$ cat src/counter_serial_pkg.sv
// ============================================================
// Shared constants and types for the serial counter readout
package counter_serial_pkg;
    // ============================================================
    // Frame layout
    localparam int PREAMBLE_LEN = 32;
    localparam logic [5:0] PREAMBLE_FULL = 6'h20;
    localparam logic [1:0] OPC_READ = 2'h2;
    localparam logic [1:0] OPC_CLEAR = 2'h1;
    localparam int ADDR_W = 7;
    localparam logic [5:0] ADDR_LAST = 6'h06;
    localparam int DEV_W = 2;
    localparam logic [5:0] DEV_LAST = 6'h01;
    localparam int INDEX_W = 7;
    localparam logic [5:0] INDEX_LAST = 6'h06;
    localparam logic [5:0] OPC_LAST = 6'h01;
    localparam logic [5:0] TURN_LAST = 6'h01;
    localparam int DATA_W = 32;
    localparam logic [5:0] DATA_BITS = 6'h20;
    localparam int MEM_W = 16;
    localparam logic TBL_COUNTERS = 1'h1;
    localparam logic SCOPE_PORT = 1'h1;

    // ============================================================
    // Overflow flag registers
    localparam int PORTS = 9;
    localparam int FLAG_W = 18;
    localparam logic [6:0] OFS_TX_FLAGS = 7'h3b;
    localparam logic [6:0] OFS_ERR_FLAGS = 7'h3c;
    localparam logic [17:0] FLAGS_RESET = 18'h00000;
    localparam logic [13:0] FLAGS_RSVD = 14'h0000;

    // ============================================================
    // Fetch sequencer steps
    typedef enum logic [2:0] {
        PH_IDLE, PH_WAIT1, PH_FIRST, PH_WAIT2, PH_SECOND
    } fetch_t;

    typedef enum logic [3:0] {
        ST_PREAMBLE, ST_START, ST_OPCODE, ST_TABLE, ST_ADDR,
        ST_TURN, ST_DATA, ST_DEVADDR, ST_SCOPE, ST_INDEX
    } state_t;

    // Counter wrap pulses, one bit per port, expansion port on bit 8
    typedef struct packed {
        logic [PORTS-1:0] txByte;
        logic [PORTS-1:0] txPkt;
        logic [PORTS-1:0] errCnt;
        logic [PORTS-1:0] colCnt;
    } ovf_events_t;

    // Counter clear request towards the statistics block
    typedef struct packed {
        logic valid;
        logic byPort;
        logic [INDEX_W-1:0] index;
    } clear_cmd_t;
endpackage

$ cat src/counter_serial_readout.sv
`timescale 1ns/100ps
// Overview of operation
// Host sends at least 32 preamble ones
// Read frame: start 01, opcode 10
// Table bit: 1 counters, 0 memory
// Host sends seven-bit register address
// Device drives 32 bits, MSB first, after turnaround
// Even memory address: word plus one, then word
// Odd memory address: word, then word minus one
// Host clocks at least once while idle
// Clear frame: preamble, start 01, opcode 01
// Clear acts only on strap address match
// Scope 1 clears port, 0 one counter
// Host sends port or counter index
// Transmit flags: packets 0-8, bytes 9-17
// Error flags: collisions 0-8, errors 9-17
// Flags latch on wrap, clear on read
// Host keeps select low, releases data
module counter_serial_readout (
    input wire logic clk, // 250 MHz system clock
    input wire logic sys_rst, // Asynchronous reset, active high
    input wire logic serialClockPin, // Host serial clock
    input wire logic serialDataPin, // Serial data line level
    input wire logic serialSelectPin, // Select, low during frames
    input wire logic [1:0] chipAddressStrap, // Strapped chip address
    input counter_serial_pkg::ovf_events_t ovfEvents, // Counter wrap pulses
    input wire logic [31:0] statData, // Counter value, one clock after statAddr_r
    input wire logic [15:0] memData, // Memory word, one clock after memAddr_r
    output logic [6:0] statAddr_r, // Counter being read
    output logic [6:0] memAddr_r, // Memory word being read
    output logic serialDataOut_r, // Data driven onto the line
    output logic serialDataOe_r, // High while driving the line
    output counter_serial_pkg::clear_cmd_t clearCmd_r // Clear request pulse
);
    // ============================================================
    // Pin synchronisers
    logic [1:0] clockSync_r;
    logic [1:0] dataSync_r;
    logic [1:0] selSync_r;
    logic [1:0] strapSync0_r;
    logic [1:0] strapSync1_r;
    logic clkPrev_r;
    logic rise;
    logic fall;
    logic din;
    logic sel;
    // Two flops on each pin before any logic looks at it
    always_ff @(posedge clk or posedge sys_rst) begin
        if (sys_rst) begin
            clockSync_r <= 2'h0;
            dataSync_r <= 2'h0;
            selSync_r <= 2'h3;
            strapSync0_r <= 2'h0;
            strapSync1_r <= 2'h0;
            clkPrev_r <= 1'h0;
        end else begin
            clockSync_r <= {clockSync_r[0], serialClockPin};
            dataSync_r <= {dataSync_r[0], serialDataPin};
            selSync_r <= {selSync_r[0], serialSelectPin};
            strapSync0_r <= chipAddressStrap;
            strapSync1_r <= strapSync0_r;
            clkPrev_r <= clockSync_r[1];
        end
    end
    // Serial clock edges found on the synchronised level
    assign rise = clockSync_r[1] & ~clkPrev_r;
    assign fall = ~clockSync_r[1] & clkPrev_r;
    assign din = dataSync_r[1];
    assign sel = selSync_r[1];
    // ============================================================
    // Frame decoder
    counter_serial_pkg::state_t state_r;
    logic [5:0] bitCnt_r;
    logic [6:0] shiftIn_r;
    logic table_r;
    logic scope_r;
    logic devMatch_r;
    logic [6:0] fieldNxt;
    logic addrDone;
    logic indexDone;
    assign fieldNxt = {shiftIn_r[5:0], din};
    assign addrDone = rise && state_r == counter_serial_pkg::ST_ADDR
        && bitCnt_r == counter_serial_pkg::ADDR_LAST;
    assign indexDone = rise && state_r == counter_serial_pkg::ST_INDEX
        && bitCnt_r == counter_serial_pkg::INDEX_LAST;
    // Header fields are taken on rising serial clock edges
    always_ff @(posedge clk or posedge sys_rst) begin
        if (sys_rst) begin
            state_r <= counter_serial_pkg::ST_PREAMBLE;
            bitCnt_r <= 6'h00;
            shiftIn_r <= 7'h00;
            table_r <= 1'h0;
            scope_r <= 1'h0;
            devMatch_r <= 1'h0;
        end else if (sel) begin
            state_r <= counter_serial_pkg::ST_PREAMBLE;
            bitCnt_r <= 6'h00;
        end else if (rise) begin
            unique case (state_r)
                counter_serial_pkg::ST_PREAMBLE: begin
                    if (din && bitCnt_r != counter_serial_pkg::PREAMBLE_FULL) begin
                        bitCnt_r <= bitCnt_r + 6'h01;
                    end else if (!din) begin
                        if (bitCnt_r == counter_serial_pkg::PREAMBLE_FULL) begin
                            state_r <= counter_serial_pkg::ST_START;
                        end
                        bitCnt_r <= 6'h00;
                    end
                end
                counter_serial_pkg::ST_START: begin
                    state_r <= din ? counter_serial_pkg::ST_OPCODE
                                   : counter_serial_pkg::ST_PREAMBLE;
                end
                counter_serial_pkg::ST_OPCODE: begin
                    shiftIn_r <= fieldNxt;
                    if (bitCnt_r == counter_serial_pkg::OPC_LAST) begin
                        bitCnt_r <= 6'h00;
                        if (fieldNxt[1:0] == counter_serial_pkg::OPC_READ) begin
                            state_r <= counter_serial_pkg::ST_TABLE;
                        end else if (fieldNxt[1:0] == counter_serial_pkg::OPC_CLEAR) begin
                            state_r <= counter_serial_pkg::ST_DEVADDR;
                        end else begin
                            state_r <= counter_serial_pkg::ST_PREAMBLE;
                        end
                    end else begin
                        bitCnt_r <= bitCnt_r + 6'h01;
                    end
                end
                counter_serial_pkg::ST_TABLE: begin
                    table_r <= din;
                    state_r <= counter_serial_pkg::ST_ADDR;
                end
                counter_serial_pkg::ST_ADDR: begin
                    shiftIn_r <= fieldNxt;
                    if (addrDone) begin
                        state_r <= counter_serial_pkg::ST_TURN;
                        bitCnt_r <= 6'h00;
                    end else begin
                        bitCnt_r <= bitCnt_r + 6'h01;
                    end
                end
                counter_serial_pkg::ST_TURN: begin
                    if (bitCnt_r == counter_serial_pkg::TURN_LAST) begin
                        state_r <= counter_serial_pkg::ST_DATA;
                        bitCnt_r <= 6'h00;
                    end else begin
                        bitCnt_r <= bitCnt_r + 6'h01;
                    end
                end
                counter_serial_pkg::ST_DATA: begin
                end
                counter_serial_pkg::ST_DEVADDR: begin
                    shiftIn_r <= fieldNxt;
                    if (bitCnt_r == counter_serial_pkg::DEV_LAST) begin
                        state_r <= counter_serial_pkg::ST_SCOPE;
                        bitCnt_r <= 6'h00;
                    end else begin
                        bitCnt_r <= bitCnt_r + 6'h01;
                    end
                end
                counter_serial_pkg::ST_SCOPE: begin
                    scope_r <= din;
                    devMatch_r <= shiftIn_r[1:0] == strapSync1_r;
                    state_r <= counter_serial_pkg::ST_INDEX;
                end
                counter_serial_pkg::ST_INDEX: begin
                    shiftIn_r <= fieldNxt;
                    if (indexDone) begin
                        state_r <= counter_serial_pkg::ST_PREAMBLE;
                        bitCnt_r <= 6'h00;
                    end else begin
                        bitCnt_r <= bitCnt_r + 6'h01;
                    end
                end
            endcase
        end else if (fall && state_r == counter_serial_pkg::ST_DATA) begin
            if (bitCnt_r == counter_serial_pkg::DATA_BITS) begin
                state_r <= counter_serial_pkg::ST_PREAMBLE;
                bitCnt_r <= 6'h00;
            end else begin
                bitCnt_r <= bitCnt_r + 6'h01;
            end
        end
    end
    // ============================================================
    // Read data fetch and output shifter
    counter_serial_pkg::fetch_t fetchPh_r;
    logic [31:0] txShift_r;
    logic [17:0] txFlags_r;
    logic [17:0] errFlags_r;
    logic clrTx;
    logic clrErr;
    logic shiftOut;
    assign clrTx = fetchPh_r == counter_serial_pkg::PH_FIRST && table_r
        && statAddr_r == counter_serial_pkg::OFS_TX_FLAGS;
    assign clrErr = fetchPh_r == counter_serial_pkg::PH_FIRST && table_r
        && statAddr_r == counter_serial_pkg::OFS_ERR_FLAGS;
    assign shiftOut = fall && state_r == counter_serial_pkg::ST_DATA
        && bitCnt_r != counter_serial_pkg::DATA_BITS;
    // Word is gathered during the turnaround, well before the first bit
    always_ff @(posedge clk or posedge sys_rst) begin
        if (sys_rst) begin
            fetchPh_r <= counter_serial_pkg::PH_IDLE;
            statAddr_r <= 7'h00;
            memAddr_r <= 7'h00;
            txShift_r <= 32'h00000000;
        end else if (addrDone) begin
            statAddr_r <= fieldNxt;
            memAddr_r <= fieldNxt[0] ? fieldNxt : fieldNxt + 7'h01;
            fetchPh_r <= counter_serial_pkg::PH_WAIT1;
        end else begin
            unique case (fetchPh_r)
                counter_serial_pkg::PH_WAIT1: fetchPh_r <= counter_serial_pkg::PH_FIRST;
                counter_serial_pkg::PH_FIRST: begin
                    if (table_r == counter_serial_pkg::TBL_COUNTERS) begin
                        if (clrTx) begin
                            txShift_r <= {counter_serial_pkg::FLAGS_RSVD, txFlags_r};
                        end else if (clrErr) begin
                            txShift_r <= {counter_serial_pkg::FLAGS_RSVD, errFlags_r};
                        end else begin
                            txShift_r <= statData;
                        end
                        fetchPh_r <= counter_serial_pkg::PH_IDLE;
                    end else begin
                        txShift_r[31:16] <= memData;
                        memAddr_r <= statAddr_r[0] ? statAddr_r - 7'h01 : statAddr_r;
                        fetchPh_r <= counter_serial_pkg::PH_WAIT2;
                    end
                end
                counter_serial_pkg::PH_WAIT2: fetchPh_r <= counter_serial_pkg::PH_SECOND;
                counter_serial_pkg::PH_SECOND: begin
                    txShift_r[15:0] <= memData;
                    fetchPh_r <= counter_serial_pkg::PH_IDLE;
                end
                default: begin
                    if (shiftOut) begin
                        txShift_r <= {txShift_r[30:0], 1'h0};
                    end
                end
            endcase
        end
    end
    // Line driver: zero in the second turnaround bit, then the word
    always_ff @(posedge clk or posedge sys_rst) begin
        if (sys_rst) begin
            serialDataOut_r <= 1'h0;
            serialDataOe_r <= 1'h0;
        end else if (sel) begin
            serialDataOut_r <= 1'h0;
            serialDataOe_r <= 1'h0;
        end else if (fall) begin
            if (state_r == counter_serial_pkg::ST_TURN
                && bitCnt_r == counter_serial_pkg::TURN_LAST) begin
                serialDataOut_r <= 1'h0;
                serialDataOe_r <= 1'h1;
            end else if (shiftOut) begin
                serialDataOut_r <= txShift_r[31];
                serialDataOe_r <= 1'h1;
            end else begin
                serialDataOut_r <= 1'h0;
                serialDataOe_r <= 1'h0;
            end
        end
    end
    // ============================================================
    // Overflow flags, a wrap in the clearing cycle still sets
    always_ff @(posedge clk or posedge sys_rst) begin
        if (sys_rst) begin
            txFlags_r <= counter_serial_pkg::FLAGS_RESET;
            errFlags_r <= counter_serial_pkg::FLAGS_RESET;
        end else begin
            txFlags_r <= (txFlags_r & ~{18{clrTx}})
                | {ovfEvents.txByte, ovfEvents.txPkt};
            errFlags_r <= (errFlags_r & ~{18{clrErr}})
                | {ovfEvents.errCnt, ovfEvents.colCnt};
        end
    end
    // ============================================================
    // Clear command pulse, withheld when select aborts the frame
    always_ff @(posedge clk or posedge sys_rst) begin
        if (sys_rst) begin
            clearCmd_r <= '0;
        end else begin
            clearCmd_r.valid <= indexDone && devMatch_r && !sel;
            if (indexDone) begin
                clearCmd_r.byPort <= scope_r;
                clearCmd_r.index <= fieldNxt;
            end
        end
    end
endmodule

$ cat config.mk
export PLATFORM = sky130hd
export DESIGN_NAME = counter_serial_readout
export DESIGN_NICKNAME = d
export VERILOG_FILES = /design/src/counter_serial_pkg.sv /design/src/counter_serial_readout.sv
export SDC_FILE = /design/constraint.sdc
export NUM_CORES = 1
export LEC_CHECK = 0
export BUFFER_PORTS_ARGS = -buffer_cell sky130_fd_sc_hd__buf_2
export CAP_MARGIN = 20
export CORE_AREA = 2 2 117 119
export DETAILED_ROUTE_END_ITERATION = 7
export DIE_AREA = 0 0 119 121
export GPL_ROUTABILITY_DRIVEN = 0
export PLACE_DENSITY = 0.86
export SLEW_MARGIN = 20
export SYNTH_ARGS = -nofsm -noshare
export SYNTH_HDL_FRONTEND = slang
export SYNTH_SLANG_ARGS = --single-unit
export TNS_END_PERCENT = 20
$ cat constraint.sdc
create_clock -name clk -period 3.75 [get_ports clk]
set_clock_uncertainty 0.1 [all_clocks]
set_input_delay 0.1875 -clock clk [delete_from_list [all_inputs] [get_ports clk]]
set_output_delay 0.1875 -clock clk [all_outputs]
set_load 0.02 [all_outputs]
==> Word-level counts from Yosys, hierarchy flattened <==
Cells that the tools add are included.
{ "word_totals": {"reg_bits": 126, "inputBits": 91, "word_cells": 159} }
{ "classes": {"addsub": 3, "n_eq_ne": 35, "mux": 49, "bitwise_logic": 14, "n_reduce_logical": 34} }
{ "ops": {"columns": ["operator", "count"], "rows": [
  ["$mux 32", 3],
  ["$mux 6", 9],
  ["$mux 4", 12],
  ["$pmux 16 s3", 1],
  ["$and 18x18->18", 2],
  ["$not 18->18", 2],
  ["$or 18x18->18", 2],
  ["$pmux 4 s9", 1],
  ["$mux 7", 5],
  ["$mux 16", 2],
  ["$pmux 16 s2", 1],
  ["$ne 4x4->1 const B", 7],
  ["$pmux 6 s4", 1],
  ["$eq 4x3->1 const B", 4],
  ["$reduce_and 3->1", 5],
  ["$eq 7x6->1 const B", 2],
  ["$logic_and 1x1->1", 13],
  ["$pmux 3 s4", 1],
  ["$ne 11x2->1 const B", 1],
  ["$reduce_and 11->1", 1],
  ["$mux 3", 3],
  ["$reduce_bool 3->1", 3],
  ["$eq 4x2->1 const B", 2],
  ["$eq 4x4->1 const B", 2],
  ["32 further kinds", 50]
]} }

==> Depth between registers and ports, before layout <==
Gate-level depths: netlist of run 1.
{ "logic_depth": {"word_depth": 8, "ltp_mapped": 9, "depth_no_buf": 7} }

==> Worst setup path after synthesis of run 1 <==
Ideal clock, no wire load.
{ "synth_path": {"path_kind": "register to register", "from": "register bitCnt_r[0]", "to": "register txShift_r[0]", "setup_ps": 125, "arrival_time_ps": 2032, "required_time_ps": 3525, "slack_ps": 1493, "path_stages_with_launch": 9, "n_path_buf": 1, "period_less_slack_ps": 2257, "cell_sequence": "dfrtp_1 -> inv_1 -> ha_1 -> and2_1 -> a211oi_4 -> nand2_1 -> a21oi_4 -> buf_12 -> mux2_4"} }
{ "synth_via": {"elab_chain_len": 4} }
{ "synth_rtl": {"columns": ["item", "line_no", "text"], "rows": [
  ["start: declaration", "counter_serial_readout.sv:73", "logic [5:0] bitCnt_r;"],
  ["start signal: assignment", "counter_serial_readout.sv:102", "bitCnt_r <= bitCnt_r + 6'h01;"],
  ["start signal: assignment", "counter_serial_readout.sv:126", "bitCnt_r <= bitCnt_r + 6'h01;"],
  ["start signal: assignment", "counter_serial_readout.sv:139", "bitCnt_r <= bitCnt_r + 6'h01;"],
  ["$ne 6x6->1 / $eq 6x3->1 (equally long branches)", "counter_serial_readout.sv:199, counter_serial_readout.sv:83", null],
  ["$logic_and 1x1->1 (on tied branches)", "counter_serial_readout.sv:199, counter_serial_readout.sv:83", null],
  ["$reduce_bool 3->1 (no line) / $not 1->1 (equally long branches)", null, null],
  ["$reduce_and 4->1 (no line) (*)", null, null],
  ["end signal: assignment", "counter_serial_readout.sv:217", "txShift_r <= {counter_serial_pkg::FLAGS_RSVD, txFlags_r};"],
  ["end signal: assignment", "counter_serial_readout.sv:219", "txShift_r <= {counter_serial_pkg::FLAGS_RSVD, errFlags_r};"],
  ["end signal: assignment", "counter_serial_readout.sv:221", "txShift_r <= statData;"],
  ["end: declaration", "counter_serial_readout.sv:188", "logic [31:0] txShift_r;"]
]} }
Every way passes the cells marked *; elsewhere a longest branch is shown, timed or not.
A chain may end at the register's enable or synchronous reset.

==> Final worst setup path of run 1 <==
{ "layout_path": {"from": "register statAddr_r[6]", "to": "register txShift_r[4]"} }
{ "layout_via": {"elab_chain_len": 6} }
{ "layout_rtl": {"columns": ["item", "line_no", "text"], "rows": [
  ["start: declaration", "counter_serial_readout.sv:29", "output logic [6:0] statAddr_r,"],
  ["start signal: assignment", "counter_serial_readout.sv:208", "statAddr_r <= fieldNxt;"],
  ["$eq 7x6->1", "counter_serial_readout.sv:197", "&& statAddr_r == counter_serial_pkg::OFS_ERR_FLAGS;"],
  ["$logic_and 1x1->1", "counter_serial_readout.sv:197", null],
  ["$mux 32", "counter_serial_readout.sv:218", "end else if (clrErr) begin"],
  ["$mux 32 (*)", "counter_serial_readout.sv:216", "if (clrTx) begin"],
  ["$mux 16 (*)", "counter_serial_readout.sv:215", "if (table_r == counter_serial_pkg::TBL_COUNTERS) begin"],
  ["$pmux 16 s3 (*)", "counter_serial_readout.sv:212", "unique case (fetchPh_r)"]
]} }
Every way passes the cells marked *; elsewhere a longest branch is shown, timed or not. The select of a mux whose other input is x is not followed.

==> impl_metrics.json, run 1 <==
{
  "path_max_fanout": 36,
  "wl_per_cell_um": 20.1,
  "clkTransAtPathRegs_ns": 0.06,
  "cp_data_arrival_time_ns": 3.35,
  "reg2reg_depth": 5,
  "crit_required_ns": 3.95,
  "path_class": "flop to flop",
  "netlist.area_leader.share": 0.480,
  "core-area_mm2": 0.0131,
  "grt_overflow_total": 0,
  "fp.dieArea_mm2": 0.0144,
  "numPortBuffers": 115,
  "syn_area_per_cell_um2": 10.8,
  "tightest_slew_ns": 1.13,
  "grt_util_all_layers": 0.264,
  "areaGrowthSynthToFinish_pct": 26.6,
  "fp.dieW_um": 119,
  "fillCellCount": 929,
  "synth_cells": 600,
  "finalHoldViolations": 1,
  "vias_per_cell": 6.19,
  "rows": 42,
  "synth_area_leaders": "dfrtp_1 (48%), o21ai_0 (4.5%), a21o_1 (4.2%)",
  "cts_resized": 0,
  "syn-num-nets": 698,
  "drv_slew": 0,
  "whs_ns": -0.0000662,
  "ios": 116,
  "synth_area_leader_cell": "dfrtp_1",
  "irDropWorstVdd_mv": 0.329,
  "slew_headroom": 0.240,
  "post-route-drc-count": 0,
  "root_buffer": "clkbuf_16",
  "yosys_warnings": 0,
  "cts_tree": "yes",
  "vias": 5771,
  "yosys_register_bits": 126,
  "finalCriticalPeriod_ns": 3.15,
  "violations": "negative hold slack",
  "antenna_found_initial": 1,
  "synth_cell_types": 74,
  "fmax_mhz": 317,
  "clkLatencyLatePin_ns": 0.42,
  "drtPass1Iterations": 6,
  "ant_nets": 0,
  "synthFlopType": "dfrtp_1",
  "first_global_vias": 5617,
  "num-nets-final": 841,
  "cp-end-kind": "flop",
  "drt_iter0_drc": 558,
  "setup_viol_count_final": 0,
  "drive_gt1_frac": 0.283,
  "dp_hpwl_um": 11500,
  "finish.utilization": 0.626,
  "cts_sinks": 126,
  "rsz0062_at_grt": "no",
  "seq_area_frac_synth": 0.488,
  "grt_pass1_wl_um": 29800,
  "hold_depth": 3,
  "critPathLaunchType": "flop",
  "grt_max_degree": 75,
  "htreeDepth": 4,
  "async_reset_ff_frac": 1.00,
  "drt_wl_total_um": 18700,
  "leakage_nw": 3.55,
  "max_cap_viol_count": 0,
  "powerDensity_mw_per_mm2": 560,
  "clockBufferDepth": 2,
  "synth_edf_count": 0,
  "holdCritPathClass": "input port to flop",
  "synth_area_mm2": 0.00647,
  "outcome": "finished with violations",
  "dieHeight_um": 121,
  "cts_buffers": 17,
  "fin_crit_sh": 0.841,
  "initial_core_util": 0.495,
  "setup_tns_ns": 0
}
-- path summary, 6_finish.rpt --
kind                                           startpoint                         to  slack [ns]
worst max-delay path            statAddr_r[6]$_DFFE_PP0P_   txShift_r[4]$_DFFE_PP0P_        0.60
worst min-delay path                         statData[23]  txShift_r[23]$_DFFE_PP0P_    -0.00007
worst max register to register  statAddr_r[6]$_DFFE_PP0P_   txShift_r[4]$_DFFE_PP0P_        0.60
worst min register to register  strapSync0_r[1]$_DFF_PP0_  strapSync1_r[1]$_DFF_PP0_        0.25
max in group asynchronous                         sys_rst  txShift_r[14]$_DFFE_PP0P_        2.37
min in group asynchronous                         sys_rst   memAddr_r[5]$_DFFE_PP0P_        0.31
-- synth_stat cells (4+ instances only) --
master	instances
a21oi_1	8
buf_2	13
o21ai_1	10
a22oi_1	16
mux2i_1	7
inv_1	10
a21o_1	36
o21ai_0	58
a221oi_1	18
nor3b_1	20
ha_1	7
a211oi_1	16
nand2_1	54
o211ai_1	13
nor2_1	12
nor2b_1	5
and4_1	17
nand3_1	13
clkbuf_1	25
nand2b_1	4
mux2_2	21
mux2_4	10
dfrtp_1	124
-- layout make-up --
cell class / count / area [um^2] / share of cell area
multi-input cells: 419 / 3080 / 0.375
diodes: 1 / 2.50 / 0.000306
clock buffers: 19 / 443 / 0.0541
well taps: 176 / 220 / 0.0269
inverters: 10 / 40.0 / 0.00489
clock inverters: 13 / 143 / 0.0174
flip-flops and latches: 126 / 3160 / 0.385
repair buffers: 169 / 1110 / 0.136
-- registers in the layout, indices dropped and copies added (netlist names) --
register,count
serialDataOe_r,1
bitCnt_r,6
fetchPh_r,3
strapSync1_r,2
scope_r,1
clockSync_r,2
state_r,4
txShift_r,32
errFlags_r,18
devMatch_r,1
clkPrev_r,1
shiftIn_r,6
txFlags_r,18
selSync_r,2
table_r,1
statAddr_r,7
serialDataOut_r,1
dataSync_r,2
strapSync0_r,2
memAddr_r,7
clearCmd_r,9
-- cell families after synthesis --
group | after synthesis | share of synthesized area
xor+xnor | 6 | 0.00812
mux | 40 | 0.0741
simple gates | 169 | 0.160
compound gates | 197 | 0.217
flops | 126 | 0.488
buf+inv | 55 | 0.0398
fa+ha+maj | 7 | 0.0135
-- cell usage in the layout, fill, tap and decap left out, types with 4 or more instances in the layout --
master | netlist | final
dfrtp_1 | 124 | 124
buf_2 | 13 | 115
o21ai_0 | 58 | 58
nand2_1 | 54 | 54
dlygate4sd3_1 | 0 | 47
a21o_1 | 36 | 36
mux2_2 | 21 | 21
nor3b_1 | 20 | 20
a221oi_1 | 18 | 18
and4_1 | 17 | 17
clkbuf_16 | 0 | 17
a22oi_1 | 16 | 16
a211oi_1 | 16 | 16
nand3_1 | 13 | 13
o211ai_1 | 13 | 13
nor2_1 | 12 | 12
mux2_4 | 10 | 10
o21ai_1 | 10 | 10
inv_1 | 10 | 9
a21oi_1 | 8 | 8
mux2i_1 | 7 | 7
ha_1 | 7 | 7
buf_4 | 3 | 6
nor2b_1 | 5 | 5
clkinvlp_4 | 0 | 5
nand2b_1 | 4 | 4
-- what timing repair did --
action / CTS / global route
buffers inserted: 0 / 0
hold endpoints to repair: 96 / 0
hold buffers: 47 / 0
-- through the flow --
stage / total power [mW] / cell area, um^2 / hold slack [ns] / setup WS, ns / std cells
2_1_floorplan: 2.61 / 6470 / 0.0920 / 0.110 / 600
3_3_place_gp: 2.77 / 7120 / 0.195 / 1.02 / 853
3_5_place_dp: 2.85 / 7120 / 0.197 / 0.912 / 853
4_1_cts: 4.52 / 8180 / 0.00201 / 0.825 / 932
5_1_grt: 4.77 / 8190 / 0.0193 / 0.510 / 933
6_report: 4.58 / 8190 / -0.0000662 / 0.598 / 933
-- report_power, final --
part	total [mW]	leakage, nW	internal, mW	switching, mW
combinational	1.24	1.78	0.575	0.665
sequential	1.71	1.50	1.55	0.165
clock	1.63	0.272	0.996	0.636
total	4.58	3.55	3.12	1.47
-- routing by layer --
| layer | part of all wire | global-route usage |
|---|---|---|
| met1 | 0.41 | 0.357 |
| met3 | 0.075 | 0.0555 |
| met5 | 0 | 0 |
| met2 | 0.47 | 0.409 |
| met4 | 0.043 | 0.127 |
-- worst max-delay path, cell delays in order (launching register included) --
cell      delay (ns)
dfrtp_1         0.43
and4b_1         0.65
nand3_2         0.71
a211oi_1        0.63
o21ai_0         0.21
mux2_4          0.29
(Power assumes the default switching activity.)
==> run 2: changes to the inputs <==
==> constraint.sdc (replaced) <==
create_clock -name clk -period 2.6 [get_ports clk]
set_clock_uncertainty 0.1 [all_clocks]
set_input_delay 0.13 -clock clk [delete_from_list [all_inputs] [get_ports clk]]
set_output_delay 0.13 -clock clk [all_outputs]
set_load 0.02 [all_outputs]
==> run 2 against run 1 <==
Against the previous run: the flow now finishes without violations; sequential share of layout area down 1.3 points; sequential cell count unchanged; first-iteration DRC count down 9.5%.
==> impl_metrics.json, run 2 (synthesis results as in run 1) <==
{
  "outcome": "finished clean",
  "drtPass1Iterations": 5,
  "p_clk_frac": 0.351,
  "fmax_mhz": 407,
  "leakage_nw": 3.71,
  "fp.dieW_um": 119,
  "largest_reg_flops": 32,
  "drive_gt1_frac": 0.300,
  "setup_viol_count_final": 0,
  "sw_frac_of_total": 0.308,
  "final_common_cell": "dfrtp_1",
  "met3_usage": 0.0634,
  "path_class": "flop to flop",
  "grt_overflow_total": 0,
  "cp-end-kind": "flop",
  "final_cell_mix": "dfrtp_1 (124), buf_2 (115), o21ai_0 (58), dlygate4sd3_1 (58), nand2_1 (54)",
  "grt_util_all_layers": 0.258,
  "critPathLaunchType": "flop",
  "diodes": 0,
  "cts_sinks": 126,
  "fin_crit_sh": 0.944,
  "p_switching_mw": 2.07,
  "num-nets-final": 871,
  "htreeDepth": 4,
  "power_mw": 6.70,
  "cp_data_arrival_time_ns": 2.66,
  "grt_busiest_layer": "met2",
  "combPwrFrac": 0.280,
  "grt_pass1_wl_um": 29000,
  "ios": 116,
  "ant_nets": 0,
  "grt_max_degree": 127,
  "irDropWorstVdd_mv": 0.465,
  "drv_slew": 0,
  "post-route-drc-count": 0,
  "fillCellCount": 927,
  "finalCriticalPeriod_ns": 2.45,
  "tightest_slew_ns": 1.03,
  "setup_tns_ns": 0,
  "cts_tree": "yes",
  "drt_iter0_drc": 505,
  "antenna_found_initial": 0,
  "crit_required_ns": 2.81,
  "path_max_fanout": 16,
  "gr-usage-met2": 0.407,
  "areaGrowthSynthToFinish_pct": 30.9,
  "max_cap_viol_count": 0,
  "pwr-share-seq": 0.368,
  "finalHoldViolations": 0,
  "rsz0062_at_grt": "no",
  "dp_cells": 869,
  "vias_per_cell": 5.91,
  "core-area_mm2": 0.0131,
  "slew_headroom": 0.311,
  "clkLatencyLatePin_ns": 0.43,
  "clkTransAtPathRegs_ns": 0.06,
  "drt_wl_total_um": 17900,
  "cts_buffers": 17,
  "initial_core_util": 0.495,
  "largest_registers": "txShift_r (32), errFlags_r (18), txFlags_r (18)",
  "wl_per_cell_um": 18.6,
  "dieHeight_um": 121,
  "final_cell_count_no_fill": 962,
  "rows": 42,
  "powerDensity_mw_per_mm2": 791,
  "power.internal_mw": 4.64,
  "grt_use_met1": 0.338,
  "fp.dieArea_mm2": 0.0144,
  "holdCritPathClass": "input port to flop",
  "first_global_vias": 5741,
  "dpl_cell_area_mm2": 0.00725,
  "regMostFlops": "txShift_r",
  "numPortBuffers": 115,
  "clockBufferDepth": 2,
  "dp_hpwl_um": 11500,
  "vias": 5688,
  "final_area_mm2": 0.00847,
  "root_buffer": "clkbuf_16"
}
==> run 2: cell count changes in the layout (fill, tap and decap cells not counted), moves of 2 or more <==
cell,change
clkinv_2,+3
a211oi_2,+2
a211oi_1,-2
buf_4,+18
dlygate4sd3_1,+11
clkinv_4,-2
clkbuf_8,+2
==> run 2: metal layers <==
layer / routed length (um) / up-vias / share of wire
li1: - / 2591 / -
met1: 7580 / 2772 / 0.42
met2: 8430 / 276 / 0.47
met3: 1310 / 49 / 0.073
met4: 544 / 0 / 0.030
met5: 0 / - / 0
==> run 2: worst paths after layout <==
path | start | end | slack [ns] | cells after the start
max in group asynchronous | sys_rst | bitCnt_r[2]$_DFFE_PP0P_ | 1.57 | 4
min in group asynchronous | sys_rst | txShift_r[28]$_DFFE_PP0P_ | 0.34 | 4
worst min-delay path | memData[1] | txShift_r[1]$_DFFE_PP0P_ | 0.02 | 4
worst max-delay path | bitCnt_r[0]$_DFFE_PP0P_ | txShift_r[9]$_DFFE_PP0P_ | 0.15 | 8
worst min register to register | clockSync_r[0]$_DFF_PP0_ | clockSync_r[1]$_DFF_PP0_ | 0.25 | 0
worst max register to register | bitCnt_r[0]$_DFFE_PP0P_ | txShift_r[9]$_DFFE_PP0P_ | 0.15 | 8
==> run 2: timing repair <==
action	CTS	global route
pin swaps	0	1
setup endpoints to repair	15	25
hold buffers	58	0
buffers inserted	0	3
resized for setup	1	4
hold endpoints to repair	181	0
==> run 2: stage by stage <==
stage,worst slack [ns],utilization,hold slack (ns)
floorplan,0.343,-,0.0345
global placement,0.0940,0.554,0.137
detailed placement,-0.0727,0.554,0.140
CTS,0.108,0.644,0.000934
global route,0.0372,0.648,0.0187
finish,0.145,0.648,0.0162
==> run 2: cell type report <==
cell class	count	area, um^2	area share
clock buffer	21	470	0.0555
clock inverter	11	116	0.0137
inverter	10	41.3	0.00487
multi-input combinational	419	3090	0.365
sequential	126	3160	0.372
tap	176	220	0.0260
timing repair buffer	199	1380	0.162
==> run 2: power by group through the flow <==
stage | Combinational [mW] | Sequential, mW | Clock (mW)
floorplan | 1.38 | 2.38 | 0
global placement | 1.62 | 2.46 | 0
detailed placement | 1.71 | 2.48 | 0
CTS | 1.80 | 2.46 | 2.37
global route | 2.05 | 2.50 | 2.46
finish | 1.88 | 2.47 | 2.35
==> run 2: worst max-delay path: stages (launching register included) <==
cell,delay (ns)
dfrtp_1,0.45
inv_1,0.10
ha_1,0.23
and2_1,0.26
a211oi_4,0.35
o31ai_2,0.12
a21oi_4,0.18
buf_12,0.18
mux2_2,0.36
==> run 3: changes to the inputs <==
--- a/config.mk
+++ b/config.mk
@@ -6,8 +6,9 @@
 export NUM_CORES = 1
 export LEC_CHECK = 0
 export BUFFER_PORTS_ARGS = -buffer_cell sky130_fd_sc_hd__buf_2
-export CAP_MARGIN = 20
+export CAP_MARGIN = 0
 export CORE_AREA = 2 2 117 119
+export CTS_BUF_LIST = sky130_fd_sc_hd__clkbuf_16
 export DETAILED_ROUTE_END_ITERATION = 7
 export DIE_AREA = 0 0 119 121
 export GPL_ROUTABILITY_DRIVEN = 0
==> run 3 against run 2 <==
Against the previous run: register-to-register slack hardly changed; clock power is 4% lower; routed wire length is 0.41% higher; sequential power hardly changed; largest power group unchanged; critical endpoint unchanged; final cell count is 0.10% lower; critical path depth stayed put.
==> impl_metrics.json, run 3 (synthesis results as in run 1) <==
{
  "fp.dieW_um": 119,
  "htreeDepth": 4,
  "irDropWorstVdd_mv": 0.537,
  "grt_max_degree": 127,
  "pre_cts_slack_ns": -0.0727,
  "rows": 42,
  "dieHeight_um": 121,
  "vias_per_cell": 5.95,
  "num-nets-final": 869,
  "holdCritPathClass": "input port to flop",
  "post-route-drc-count": 0,
  "fmax_mhz": 406,
  "largest_reg_flops": 32,
  "p_switching_mw": 2.07,
  "r2r_setup_slack_ns": 0.13,
  "drtPass1Iterations": 6,
  "cts_sinks": 126,
  "grt_pass1_wl_um": 29100,
  "pwr-share-seq": 0.375,
  "cp_top_family": "compound AO/OA/AOI/OAI gates",
  "final_cell_count_no_fill": 961,
  "setup_viol_count_final": 0,
  "power_mw": 6.59,
  "finalWorstSetupSlack_ns": 0.134,
  "dp_cells": 869,
  "ios": 116,
  "ant_nets": 0,
  "critPathLaunchType": "flop",
  "rsz0062_at_grt": "no",
  "areaGrowthSynthToFinish_pct": 30.2,
  "path_max_fanout": 16,
  "final_common_cell": "dfrtp_1",
  "finalHoldViolations": 0,
  "startpoint": "bitCnt_r[0]$_DFFE_PP0P_",
  "core-area_mm2": 0.0131,
  "clkTransAtPathRegs_ns": 0.06,
  "powerDensity_mw_per_mm2": 783,
  "sw_frac_of_total": 0.314,
  "wl_per_cell_um": 18.7,
  "r2r_start": "bitCnt_r[0]$_DFFE_PP0P_",
  "dp_hpwl_um": 11500,
  "first_global_vias": 5742,
  "cp-end-kind": "flop",
  "fin_crit_sh": 0.948,
  "grt_util_all_layers": 0.260,
  "slew_headroom": 0.297,
  "initial_core_util": 0.495,
  "max_stage_delay_ns": 0.44,
  "cp_data_arrival_time_ns": 2.67,
  "multiInputGateArea_mm2": 0.00309,
  "final_cell_mix": "dfrtp_1 (124), buf_2 (115), o21ai_0 (58), dlygate4sd3_1 (58), nand2_1 (54)",
  "root_buffer": "clkbuf_16",
  "cp.buffers_inverters": 2,
  "cp_slowest_cell": "dfrtp_1",
  "largest_registers": "txShift_r (32), errFlags_r (18), txFlags_r (18)",
  "outcome": "finished clean",
  "fillCellCount": 934,
  "grt_overflow_total": 0,
  "drt_wl_total_um": 17900,
  "fp.dieArea_mm2": 0.0144,
  "tightest_slew_ns": 1.05,
  "power.internal_mw": 4.53,
  "numPortBuffers": 115,
  "max_cap_viol_count": 0,
  "hp-start": "memData[2]",
  "drive_gt1_frac": 0.293,
  "regMostFlops": "txShift_r",
  "finalCriticalPeriod_ns": 2.47,
  "path_class": "flop to flop",
  "leakage_nw": 3.68,
  "vias": 5722,
  "clkLatencyLatePin_ns": 0.43,
  "cts_tree": "yes",
  "p_clk_frac": 0.342,
  "path_cells": "inv_1, ha_1, and2_1, a211oi_4, o31ai_2, a21oi_4, buf_12, mux2_2",
  "antenna_found_initial": 0,
  "drt_iter0_drc": 583,
  "combPwrFrac": 0.282,
  "clockBufferDepth": 2,
  "layout.area.seq_mm2": 0.00316,
  "cts_buffers": 17,
  "crit_required_ns": 2.81,
  "drv_slew": 0
}
==> run 3: cell count changes in the layout (fill, tap and decap cells not counted) <==
cell      delta
a211oi_1     +1
buf_4        -2
clkinv_1     +3
diode_2      +1
inv_1        +1
a211oi_2     -1
clkbuf_8     -3
clkbuf_1     -1
==> run 3: path summary, 6_finish.rpt <==
| path | to | depth (start not counted) |
|---|---|---|
| setup reg to reg | txShift_r[9]$_DFFE_PP0P_ | 8 |
| setup / recovery | txShift_r[9]$_DFFE_PP0P_ | 8 |
| hold reg to reg | clockSync_r[1]$_DFF_PP0_ | 0 |
| hold / removal | txShift_r[2]$_DFFE_PP0P_ | 4 |
| max in group asynchronous | bitCnt_r[4]$_DFFE_PP0P_ | 4 |
| min in group asynchronous | memAddr_r[0]$_DFFE_PP0P_ | 4 |
==> run 3: final cells by class <==
type / instances / share of cell area
Clock buffer: 17 / 0.0505
Clock inverter: 15 / 0.0156
Timing Repair Buffer: 197 / 0.162
Sequential cell: 126 / 0.375
Multi-Input combinational cell: 419 / 0.366
Tap cell: 176 / 0.0261
Inverter: 10 / 0.00490
Antenna cell: 1 / 0.000297
==> run 3: timing repair <==
action / 4_1_cts / 5_1_grt
cloned: 0 / 0
setup buffers: 0 / 1
setup endpoints to repair: 15 / 26
hold buffers: 58 / 0
endpoints found under the hold margin: 181 / 0
gates resized for setup: 1 / 3
pin swaps: 0 / 0
==> run 3: power by group through the flow <==
stage / Sequential [mW] / Clock, mW / Combinational, mW
after CTS: 2.46 / 2.28 / 1.80
after floorplan: 2.38 / 0 / 1.38
after detailed placement: 2.48 / 0 / 1.71
after global routing: 2.51 / 2.37 / 2.03
after global placement: 2.46 / 0 / 1.62
final: 2.47 / 2.26 / 1.86
==> run 3: worst reg2reg max path, delay by kind of cell, from the launching register on <==
family	cells	cell delay, ns
DFF	1	0.44
buffers and inverters	2	0.28
and+or+nand+nor	1	0.26
muxes	1	0.36
AOI/OAI and AO/OA	3	0.67
adders and majority gates	1	0.24
==> run 3: routing by layer <==
metal  track usage  wire [um]  vias to the layer above
met4         0.121        481                        0
li1              -          -                     2589
met2         0.416       8560                      288
met1         0.331       7530                     2802
met5             0          0                        -
met3        0.0681       1360                       43
==> run 3: through the flow <==
stage | TNS (ns) | utilization | area (um^2) | hold slack (ns)
global route | 0 | 0.644 | 8420 | 0.0228
floorplan | 0 | - | 6470 | 0.0345
CTS | 0 | 0.642 | 8400 | 0.00364
global placement | 0 | 0.554 | 7250 | 0.137
finish | 0 | 0.644 | 8430 | 0.0237
detailed placement | -0.526 | 0.554 | 7250 | 0.140
